`config.mk`:
```
export PLATFORM = sky130hd
export DESIGN_NAME = homing_jog_speed_table_control
export DESIGN_NICKNAME = d
export VERILOG_FILES = /design/src/design/homing_jog_speed_table_control.v
export VERILOG_INCLUDE_DIRS = /design/src /design/src/design
export SDC_FILE = /design/constraint.sdc
export NUM_CORES = 2
export LEC_CHECK = 0
export ABC_AREA = 1
export BUFFER_PORTS_ARGS = -buffer_cell sky130_fd_sc_hd__buf_2
export CAP_MARGIN = 10
export CORE_MARGIN = 2
export CORE_UTILIZATION = 53
export DETAILED_ROUTE_END_ITERATION = 6
export PLACE_DENSITY = 0.85
export SYNTH_ARGS = -nofsm -noshare
export SYNTH_HDL_FRONTEND = slang
export SYNTH_SLANG_ARGS = --single-unit
```
`constraint.sdc`:
```
create_clock -name I_SYS_CLK -period 2.5 [get_ports I_SYS_CLK]
set_input_delay 0.125 -clock I_SYS_CLK [delete_from_list [all_inputs] [get_ports I_SYS_CLK]]
set_output_delay 0.125 -clock I_SYS_CLK [all_outputs]
set_load 0.02 [all_outputs]
```
`src/design/homing_jog_defs.vh`:
```
// Constants for the homing and jog speed table control block
//******************************************************************
//******************************************************************
`ifndef HOMING_JOG_DEFS_VH
`define HOMING_JOG_DEFS_VH
`define POL_ON 2'h0
`define POL_OFF 2'h1
`define POL_FORCE_ON 2'h2
`define POL_FORCE_OFF 2'h3
`define METHOD_NONE 2'h0
`define METHOD_DEC_C 2'h1
`define METHOD_DEC 2'h2
`define METHOD_C 2'h3
`define SPEED_DEFAULT 27'h000_03e8
`define SPEED_MIN 27'h000_0001
`define SPEED_MAX 27'h5f5_e0ff
`define POS_MAX 28'h5f5_e0ff
// Register offsets of the software port
`define REG_CFG0 6'h00
`define REG_CFG1 6'h01
`define REG_HOME_POS 6'h02
`define REG_ACCEL 6'h03
`define REG_DECEL 6'h04
`define REG_STATUS 6'h05
`define REG_CMD 6'h06
`define REG_NV_STATUS 6'h07
`define REG_JOG_BASE 6'h10
// Command bits
`define CMD_RESET 0
`define CMD_STORE 1
`define CMD_HOME_DONE 2
`endif

```
`src/design/homing_jog_speed_table_control.v`:
```
// Homing and jog speed table mode control logic
//
// Added by the designer: the address-and-strobe port and the address map.
`timescale 1ns/1ps
`include "homing_jog_defs.vh"

module homing_jog_speed_table_control #(
  parameter SPEED_W = 27,
  parameter POS_W = 28,
  parameter RATE_W = 32
) (
  input wire I_SYS_CLK,
  input wire I_SRST,
  input wire [5:0] i_ADDR,
  input wire [31:0] i_WDATA,
  input wire i_WR,
  input wire i_RD,
  output reg [31:0] o_RDATA,
  input wire i_MODE_OPTO,
  input wire i_HOME_OPTO,
  input wire i_DECEL_OPTO,
  input wire i_JOG_FWD_OPTO,
  input wire i_JOG_REV_OPTO,
  input wire [3:0] i_SPEED_SEL_OPTO,
  input wire i_PHASE_C,
  input wire [4:0] i_ZONE_SIGNALS,
  input wire i_NV_DONE,
  output reg [4:0] o_PROG_OUTPUTS,
  output reg o_MODE1,
  output reg o_HOMING_RUN,
  output reg o_HOMING_DIR_REV,
  output reg o_HOMING_HALTED,
  output reg o_HOMING_DONE,
  output reg [1:0] o_HOMING_STEP,
  output reg [RATE_W-1:0] o_HOMING_RATE,
  output reg o_POS_LOAD,
  output reg [POS_W-1:0] o_POS_LOAD_VALUE,
  output reg o_JOG_FWD,
  output reg o_JOG_REV,
  output reg [SPEED_W-1:0] o_JOG_SPEED,
  output reg o_NV_STORE,
  output reg [SPEED_W*16-1:0] o_NV_DATA
);

  //******************************************************************
  // Homing step codes
  //******************************************************************
  localparam ST_IDLE = 2'h0;
  localparam ST_SEEK = 2'h1;
  localparam ST_CREEP = 2'h2;
  localparam ST_FINAL = 2'h3;

  //******************************************************************
  // Functions
  //******************************************************************
  // Polarity and forcing decode of one synchronised opto level
  function decode_input;
    input [1:0] pol;
    input level;
    begin
      case (pol)
        `POL_ON: decode_input = level;
        `POL_OFF: decode_input = ~level;
        `POL_FORCE_ON: decode_input = 1'b1;
        default: decode_input = 1'b0;
      endcase
    end
  endfunction

  // Clamp a written speed into the legal entry range
  function [SPEED_W-1:0] clamp_speed;
    input [31:0] v;
    begin
      if (v < {5'h00, `SPEED_MIN})
        clamp_speed = `SPEED_MIN;
      else if (v > {5'h00, `SPEED_MAX})
        clamp_speed = `SPEED_MAX;
      else
        clamp_speed = v[SPEED_W-1:0];
    end
  endfunction

  //******************************************************************
  // Configuration storage
  //******************************************************************
  // Output start-up choice and input polarity settings
  reg zone_initial_output_setting;
  reg [1:0] mode_input_polarity;
  reg [1:0] home_input_polarity;
  reg [1:0] decel_input_polarity;
  reg [1:0] jog_forward_polarity;
  reg [1:0] jog_reverse_polarity;
  reg [7:0] speed_select_polarity;
  // Homing reference, direction, position and ramp rates
  reg [1:0] homing_method_setting;
  reg homing_direction_setting;
  reg [POS_W-1:0] home_position_value;
  reg [RATE_W-1:0] accel_rate_setting;
  reg [RATE_W-1:0] decel_rate_setting;
  // Working jog table; edits are lost at power-down until stored
  reg [SPEED_W-1:0] jog_speed_entry [0:15];
  reg table_dirty;
  reg reset_command;
  // Loop indices kept apart so each has a single process
  integer k;
  integer j;

  // Write strobes decoded once for both register processes
  wire wr_jog = i_WR && (i_ADDR[5:4] == 2'h1);
  wire cmd_wr = i_WR && (i_ADDR == `REG_CMD);

  // Register writes and the software reset command
  always @(posedge I_SYS_CLK) begin
    if (I_SRST) begin
      zone_initial_output_setting <= 1'b0;
      mode_input_polarity <= `POL_ON;
      home_input_polarity <= `POL_ON;
      decel_input_polarity <= `POL_ON;
      jog_forward_polarity <= `POL_ON;
      jog_reverse_polarity <= `POL_ON;
      speed_select_polarity <= 8'h00;
      homing_method_setting <= `METHOD_NONE;
      homing_direction_setting <= 1'b0;
      home_position_value <= {POS_W{1'b0}};
      accel_rate_setting <= {RATE_W{1'b0}};
      decel_rate_setting <= {RATE_W{1'b0}};
      reset_command <= 1'b0;
      for (k = 0; k < 16; k = k + 1)
        jog_speed_entry[k] <= `SPEED_DEFAULT;
    end else begin
      // Reset command lasts one cycle and restarts the homing state only
      reset_command <= cmd_wr && i_WDATA[`CMD_RESET];
      if (i_WR) begin
        case (i_ADDR)
          `REG_CFG0: begin
            zone_initial_output_setting <= i_WDATA[0];
            mode_input_polarity <= i_WDATA[3:2];
            home_input_polarity <= i_WDATA[5:4];
            decel_input_polarity <= i_WDATA[7:6];
            jog_forward_polarity <= i_WDATA[9:8];
            jog_reverse_polarity <= i_WDATA[11:10];
            speed_select_polarity <= i_WDATA[19:12];
          end
          `REG_CFG1: begin
            homing_method_setting <= i_WDATA[1:0];
            homing_direction_setting <= i_WDATA[2];
          end
          `REG_HOME_POS: home_position_value <= i_WDATA[POS_W-1:0];
          `REG_ACCEL: accel_rate_setting <= i_WDATA;
          `REG_DECEL: decel_rate_setting <= i_WDATA;
          default: ;
        endcase
        // Out-of-range speeds are clamped rather than dropped
        if (wr_jog)
          jog_speed_entry[i_ADDR[3:0]] <= clamp_speed(i_WDATA);
      end
    end
  end

  //******************************************************************
  // Nonvolatile store of the jog table
  //******************************************************************
  // Edits stay volatile until a store snapshots the table out
  always @(posedge I_SYS_CLK) begin
    if (I_SRST) begin
      o_NV_STORE <= 1'b0;
      o_NV_DATA <= {(SPEED_W*16){1'b0}};
      table_dirty <= 1'b0;
    end else begin
      o_NV_STORE <= cmd_wr && i_WDATA[`CMD_STORE];
      // Snapshot holds the table as it stood before this cycle's writes
      if (cmd_wr && i_WDATA[`CMD_STORE]) begin
        for (j = 0; j < 16; j = j + 1)
          o_NV_DATA[j*SPEED_W +: SPEED_W] <= jog_speed_entry[j];
      end
      // An edit in the done cycle keeps the table marked dirty
      if (wr_jog)
        table_dirty <= 1'b1;
      else if (i_NV_DONE)
        table_dirty <= 1'b0;
    end
  end

  //******************************************************************
  // Input synchronisers
  //******************************************************************
  // Bit order: mode, home, decel, forward, reverse, speed selects 0 to 3
  reg [8:0] sync_a;
  reg [8:0] sync_b;
  reg phase_c_d;

  // Two flops per opto input before any decode
  always @(posedge I_SYS_CLK) begin
    if (I_SRST) begin
      sync_a <= 9'h000;
      sync_b <= 9'h000;
    end else begin
      sync_a <= {i_SPEED_SEL_OPTO, i_JOG_REV_OPTO, i_JOG_FWD_OPTO, i_DECEL_OPTO,
                 i_HOME_OPTO, i_MODE_OPTO};
      sync_b <= sync_a;
    end
  end

  //******************************************************************
  // Input decode
  //******************************************************************
  // Active levels after polarity and forcing
  wire mode_active;
  wire home_act = decode_input(home_input_polarity, sync_b[1]);
  wire decel_act = decode_input(decel_input_polarity, sync_b[2]);
  wire fwd_act = decode_input(jog_forward_polarity, sync_b[3]);
  wire rev_act = decode_input(jog_reverse_polarity, sync_b[4]);
  wire [3:0] sel;
  // One decode per speed select bit; bit 3 is the most significant
  genvar g;
  generate
    for (g = 0; g < 4; g = g + 1) begin : sel_dec
      assign sel[g] = decode_input(speed_select_polarity[2*g +: 2], sync_b[5+g]);
    end
  endgenerate

  // Mode input is active in mode 0, so mode 1 is its inactive state
  assign mode_active = (mode_input_polarity == `POL_FORCE_ON) ? 1'b1 :
                       (mode_input_polarity == `POL_FORCE_OFF) ? 1'b0 :
                       (mode_input_polarity == `POL_ON) ? sync_b[0] :
                       ~sync_b[0];
  wire mode1 = ~mode_active;

  // Exactly one request
  wire only_home = home_act && !fwd_act && !rev_act;
  wire only_fwd = !home_act && fwd_act && !rev_act;
  wire only_rev = !home_act && !fwd_act && rev_act;

  //******************************************************************
  // Homing sequencer
  //******************************************************************
  // Sequencer step, halt flag, done flag and edge history
  reg [1:0] step;
  reg halted;
  reg done;
  reg mode1_d;
  reg home_d;
  // References that the chosen method waits for
  wire use_dec = (homing_method_setting == `METHOD_DEC_C) ||
                 (homing_method_setting == `METHOD_DEC);
  wire use_c = (homing_method_setting == `METHOD_DEC_C) ||
               (homing_method_setting == `METHOD_C);
  // Homing may move only in mode 1 with the home request alone
  wire go = mode1 && only_home;
  // Last step of the chosen method is reached
  wire finish = go && (step == ST_FINAL || (step == ST_CREEP && !use_c) ||
                (step == ST_SEEK && !use_dec && phase_c_d));
  // Power-on reset and the reset command both clear the sequence
  wire rst_home = I_SRST || reset_command;

  // Seek decel, creep to phase C, then finish and load position
  always @(posedge I_SYS_CLK) begin
    if (rst_home) begin
      step <= ST_IDLE;
      halted <= 1'b0;
      done <= 1'b0;
      mode1_d <= 1'b0;
      home_d <= 1'b0;
      phase_c_d <= 1'b0;
      o_POS_LOAD <= 1'b0;
      o_POS_LOAD_VALUE <= {POS_W{1'b0}};
    end else begin
      mode1_d <= mode1;
      home_d <= home_act;
      phase_c_d <= i_PHASE_C;
      o_POS_LOAD <= 1'b0;
      // No method: homing counts as complete and never moves
      if (homing_method_setting == `METHOD_NONE) begin
        done <= 1'b1;
        step <= ST_IDLE;
        halted <= 1'b0;
      end else if (step == ST_IDLE) begin
        if (go && home_act && !home_d) begin
          step <= use_dec ? ST_SEEK : ST_CREEP;
          done <= 1'b0;
        end
      end else if (halted) begin
        // A jog request or a mode switch drops the halted sequence
        if (fwd_act || rev_act || (mode1 != mode1_d)) begin
          step <= ST_IDLE;
          halted <= 1'b0;
        end else if (go)
          halted <= 1'b0;
      end else if (!go) begin
        // Any other input combination freezes the current step
        halted <= 1'b1;
      end else if (finish) begin
        // Sequence complete: report done and load the home position
        step <= ST_IDLE;
        done <= 1'b1;
        o_POS_LOAD <= 1'b1;
        o_POS_LOAD_VALUE <= home_position_value;
      end else if (step == ST_SEEK && decel_act) begin
        step <= ST_CREEP;
      end else if (step == ST_CREEP && use_c && phase_c_d) begin
        step <= ST_FINAL;
      end
    end
  end

  //******************************************************************
  // Outputs
  //******************************************************************
  // Registered motion commands, speed lookup and outputs
  always @(posedge I_SYS_CLK) begin
    if (I_SRST) begin
      o_PROG_OUTPUTS <= 5'h00;
      o_MODE1 <= 1'b0;
      o_HOMING_RUN <= 1'b0;
      o_HOMING_DIR_REV <= 1'b0;
      o_HOMING_HALTED <= 1'b0;
      o_HOMING_DONE <= 1'b0;
      o_HOMING_STEP <= ST_IDLE;
      o_HOMING_RATE <= {RATE_W{1'b0}};
      o_JOG_FWD <= 1'b0;
      o_JOG_REV <= 1'b0;
      o_JOG_SPEED <= `SPEED_DEFAULT;
    end else begin
      o_PROG_OUTPUTS <= zone_initial_output_setting ? i_ZONE_SIGNALS : 5'h00;
      o_MODE1 <= mode1;
      o_HOMING_RUN <= (step != ST_IDLE) && !halted && go;
      o_HOMING_DIR_REV <= homing_direction_setting;
      o_HOMING_HALTED <= halted;
      o_HOMING_DONE <= done;
      o_HOMING_STEP <= step;
      // Homing ramps use the gentler of the two rates
      o_HOMING_RATE <= (accel_rate_setting < decel_rate_setting) ?
                       accel_rate_setting : decel_rate_setting;
      // Jog only while its own request is the only one active
      o_JOG_FWD <= mode1 && only_fwd;
      o_JOG_REV <= mode1 && only_rev;
      o_JOG_SPEED <= jog_speed_entry[sel];
    end
  end

  //******************************************************************
  // Register read port
  //******************************************************************
  // Read data stand one cycle after the read strobe
  always @(posedge I_SYS_CLK) begin
    if (I_SRST) begin
      o_RDATA <= 32'h0000_0000;
    end else if (i_RD) begin
      // Jog table entries occupy the sixteen offsets 0x10 to 0x1f
      if (i_ADDR[5:4] == 2'h1)
        o_RDATA <= {{(32-SPEED_W){1'b0}}, jog_speed_entry[i_ADDR[3:0]]};
      else begin
        case (i_ADDR)
          `REG_CFG0: o_RDATA <= {12'h000, speed_select_polarity, jog_reverse_polarity,
                                jog_forward_polarity, decel_input_polarity,
                                home_input_polarity, mode_input_polarity, 1'b0,
                                zone_initial_output_setting};
          `REG_CFG1: o_RDATA <= {29'h0000_0000, homing_direction_setting,
                                homing_method_setting};
          `REG_HOME_POS: o_RDATA <= {{(32-POS_W){1'b0}}, home_position_value};
          `REG_ACCEL: o_RDATA <= accel_rate_setting;
          `REG_DECEL: o_RDATA <= decel_rate_setting;
          `REG_STATUS: o_RDATA <= {19'h0_0000, sel, step, halted, done, only_rev,
                                  only_fwd, only_home, decel_act, mode1};
          `REG_NV_STATUS: o_RDATA <= {31'h0000_0000, table_dirty};
          // Unmapped offsets read as zero
          default: o_RDATA <= 32'h0000_0000;
        endcase
      end
    end else begin
      // Read data stand for one cycle only
      o_RDATA <= 32'h0000_0000;
    end
  end

endmodule // homing_jog_speed_table_control

```
==> impl_metrics.yaml <==
status:
  outcome: "finished, violations left"
  violations: "negative setup slack"
synth:
  syn_area_sq_um: 49500
  ys_seq_area_share_pct: 54.8
  synthCells: 5709
  synth_ff_type: "dfxtp_1"
  ys_seq_elements: 1140
  synthDistinctLibCells: 50
  async_flop_share_pct: 0
  synth_area_per_cell_sq_um: 8.67
  synth_edf_count: 432
  syn-num-nets: 5801
  yosysWarnings: 0
timing:
  finalHoldViolations: 0
  max_freq_mhz: 383
  fin_skew_ns: 0.0377
  period_minus_slack_ns: 2.61
  worst_slew_pin_slew_ns: 1.14
  setup_slack_ns: -0.111
  slew_viol_final: 0
  setup_viol: 7
  period_share_pct: 104
  slew_headroom_pct: 23.4
clock_tree:
  cts_tree: "built"
  cts.path.max_buffers: 3
  insertion_delay_ns: 0.74
  clkSlewWorstSetupHoldPaths_ns: 0.07
  numCtsBuffers: 114
  htreeDepth: 3
  root_buffer: "clkbuf_16"
  numClockSinks: 1140
global_route:
  grt_pass1_wl_microns: 306000
  grt_max_degree: 161
  grt_pass1_vias: 44000
  grt_use_total_pct: 44.8
  grt-ovfl-total: 0
  antenna_found_initial: 19
placed_design:
  place.gp.congestion: 1.09
  place_ws_ns: -0.0934
  place_hpwl_microns: 160000
  placed_cells: 7486
  placed_area_sq_um: 55700
  portBuffers: 624
pwr:
  internal-power_uw: 31500
  seqPwrFrac_pct: 48.4
  p_comb_share_pct: 9.2
  p_clk_share_pct: 42.3
  powerDensity_nw_per_um2: 706
  power_uw: 42600
  p_leak_uw: 0.0255
  p_sw_share_pct: 26.1
  irDropWorstVdd_v: 0.000705
  power_switching_uw: 11100
min_path:
  hp-start: "i_RD"
  holdPathStages: 3
  holdPathEnd: "o_RDATA[15]"
  hp-class: "in -> reg"
routing:
  drc: 0
  viasPerCell: 6.11
  drt_wl_total_microns: 222000
  first_pass_iters: 7
  drt_first_iter_violations: 8067
  post_drt_wl_per_cell_microns: 28.6
  routed-via-count: 47400
  antenna_left: 0
floorplanning:
  start_util_pct: 53.3
  die_x_microns: 310
  core_area_sq_um: 92900
  dieArea_sq_um: 95900
  die_h_microns: 310
  num_rows: 112
  ioPinCount: 625
cells_and_area:
  final_common_cell: "inv_1"
  drive_gt1_share_pct: 20.8
  syn2layout_area_growth_pct: 21.9
  nNetsFinal: 6499
  fillers: 7403
  utilization_pct: 65.0
  fin_cells: 7759
  final_cell_mix: "inv_1 (868), a21oi_1 (725), dfxtp_1 (708), o21ai_0 (652), buf_2 (624)"
  design_area_sq_um: 60300
setup_path:
  crit_fanout: 44
  end_kind: "register"
  path_class: "reg -> reg"
  rrSetupSlack_ns: -0.11
  reg2reg_from: "speed_select_polarity[1]"
  arrival_ns: 3.23
  cp.required_ns: 3.12
  r2r_cells: 8
  start_kind: "register"
  worstReg2RegEnd: "o_JOG_SPEED[13]"
run:
  maxCapViolCount: 0
## critical path: stages (launching register included)
cell      delay [ns]
dfxtp_1         0.35
o21ai_1         0.24
nand2_4         0.17
inv_4           0.23
buf_12          0.29
nor2_1          0.06
o211ai_1        0.48
nand3_2         0.31
a21oi_1         0.37
## cells in the mapped netlist (5+ instances only)
| cell type | instances | area (sq um) |
|---|---|---|
| or2_2 | 120 | 751 |
| a21oi_1 | 729 | 3650 |
| nor2_1 | 284 | 1070 |
| nor2_2 | 5 | 31.3 |
| o221ai_1 | 14 | 123 |
| a211oi_1 | 5 | 37.5 |
| clkbuf_1 | 268 | 1010 |
| o21ai_1 | 103 | 515 |
| inv_1 | 867 | 3250 |
| inv_2 | 17 | 63.8 |
| edfxtp_1 | 432 | 13000 |
| o211ai_1 | 145 | 1090 |
| nand4_1 | 15 | 93.8 |
| a22oi_1 | 213 | 1600 |
| nand3_1 | 203 | 1020 |
| o22ai_1 | 18 | 113 |
| nor4_1 | 6 | 37.5 |
| dfxtp_1 | 708 | 14200 |
| o21bai_1 | 38 | 285 |
| o31ai_1 | 13 | 97.6 |
| a221oi_1 | 5 | 43.8 |
| buf_2 | 99 | 495 |
| nor2_4 | 6 | 67.6 |
| buf_6 | 16 | 180 |
| nand2_1 | 590 | 2210 |
| nor3_1 | 13 | 65.1 |
| buf_1 | 26 | 97.6 |
| ha_1 | 34 | 425 |
| buf_4 | 18 | 135 |
| nand3_4 | 18 | 315 |
| o21ai_0 | 652 | 3260 |
## area by class of cell
cell class,count,area (sq um),area share (%)
clock inverter,51,479,0.794
tap,1254,1570,2.60
timing repair buffer,1011,6990,11.6
sequential,1140,27100,45.0
clock buffer,161,3490,5.78
inverter,889,3350,5.55
antenna,2,5.00,0.00829
multi-input combinational,3251,17300,28.7
## flip-flops by register name, summed over array words and instances, names as in the netlist, 5 cells and up
signal and count:
speed_select_polarity 8, o_NV_DATA 432, sync_b 9, o_JOG_SPEED 27, o_RDATA 32, o_HOMING_RATE 32
o_PROG_OUTPUTS 5, home_position_value 28, decel_rate_setting 32, sync_a 9, o_POS_LOAD_VALUE 28, jog_speed_entry 432
accel_rate_setting 32
## power groups by stage
| stage | Combinational [uW] | Clock, uW | Sequential, uW |
|---|---|---|---|
| after floorplan | 1800 | 0 | 20700 |
| after global placement | 3600 | 0 | 21000 |
| after detailed placement | 3620 | 0 | 21000 |
| after CTS | 3710 | 18000 | 20600 |
| after global routing | 4090 | 18700 | 20600 |
| final | 3930 | 18000 | 20700 |
## repair_timing
item	in CTS	in global routing
pin swaps	4	7
hold buffers	52	0
endpoints found under the setup margin	7	42
gates resized for setup	8	11
setup buffers	0	5
endpoints found under the hold margin	205	0
gates cloned	0	2
## metal layers
layer / up-vias / global-route usage (%) / wire [microns]
met5: - / 0.202 / 97
met4: 16 / 35.3 / 20400
met3: 898 / 11.7 / 29000
met2: 3698 / 67.8 / 96600
met1: 22200 / 54.3 / 75700
li1: 20600 / - / -
## logic make-up after synthesis
family	count (synthesis)	share of synthesized area, %
AO/OA/AOI/OAI	1942	22.0
buffers and inverters	1318	10.6
AND/OR/NAND/NOR	1270	11.6
flip-flops	1140	54.8
adder cells (fa/ha/maj)	34	0.859
XOR/XNOR	5	0.104
## metrics by stage
stage                     hold slack [ns]  TNS (ns)
after CTS                          0.0440         0
after detailed placement            0.333    -0.954
after floorplan                     0.232         0
after global routing               0.0632   -0.0387
after global placement              0.321    -0.644
final                               0.102    -0.429
## worst max-delay path by stage
stage	start	to	depth (start not counted)
floorplan	i_ADDR[4]	jog_speed_entry[13][0]	10
CTS	speed_select_polarity[3]	o_JOG_SPEED[12]	8
detailed placement	speed_select_polarity[3]	o_JOG_SPEED[18]	7
global route	decel_rate_setting[29]	o_HOMING_RATE[12]	10
finish	speed_select_polarity[1]	o_JOG_SPEED[13]	8
global placement	speed_select_polarity[1]	o_JOG_SPEED[18]	8
Power figures use the tool's default switching activity.
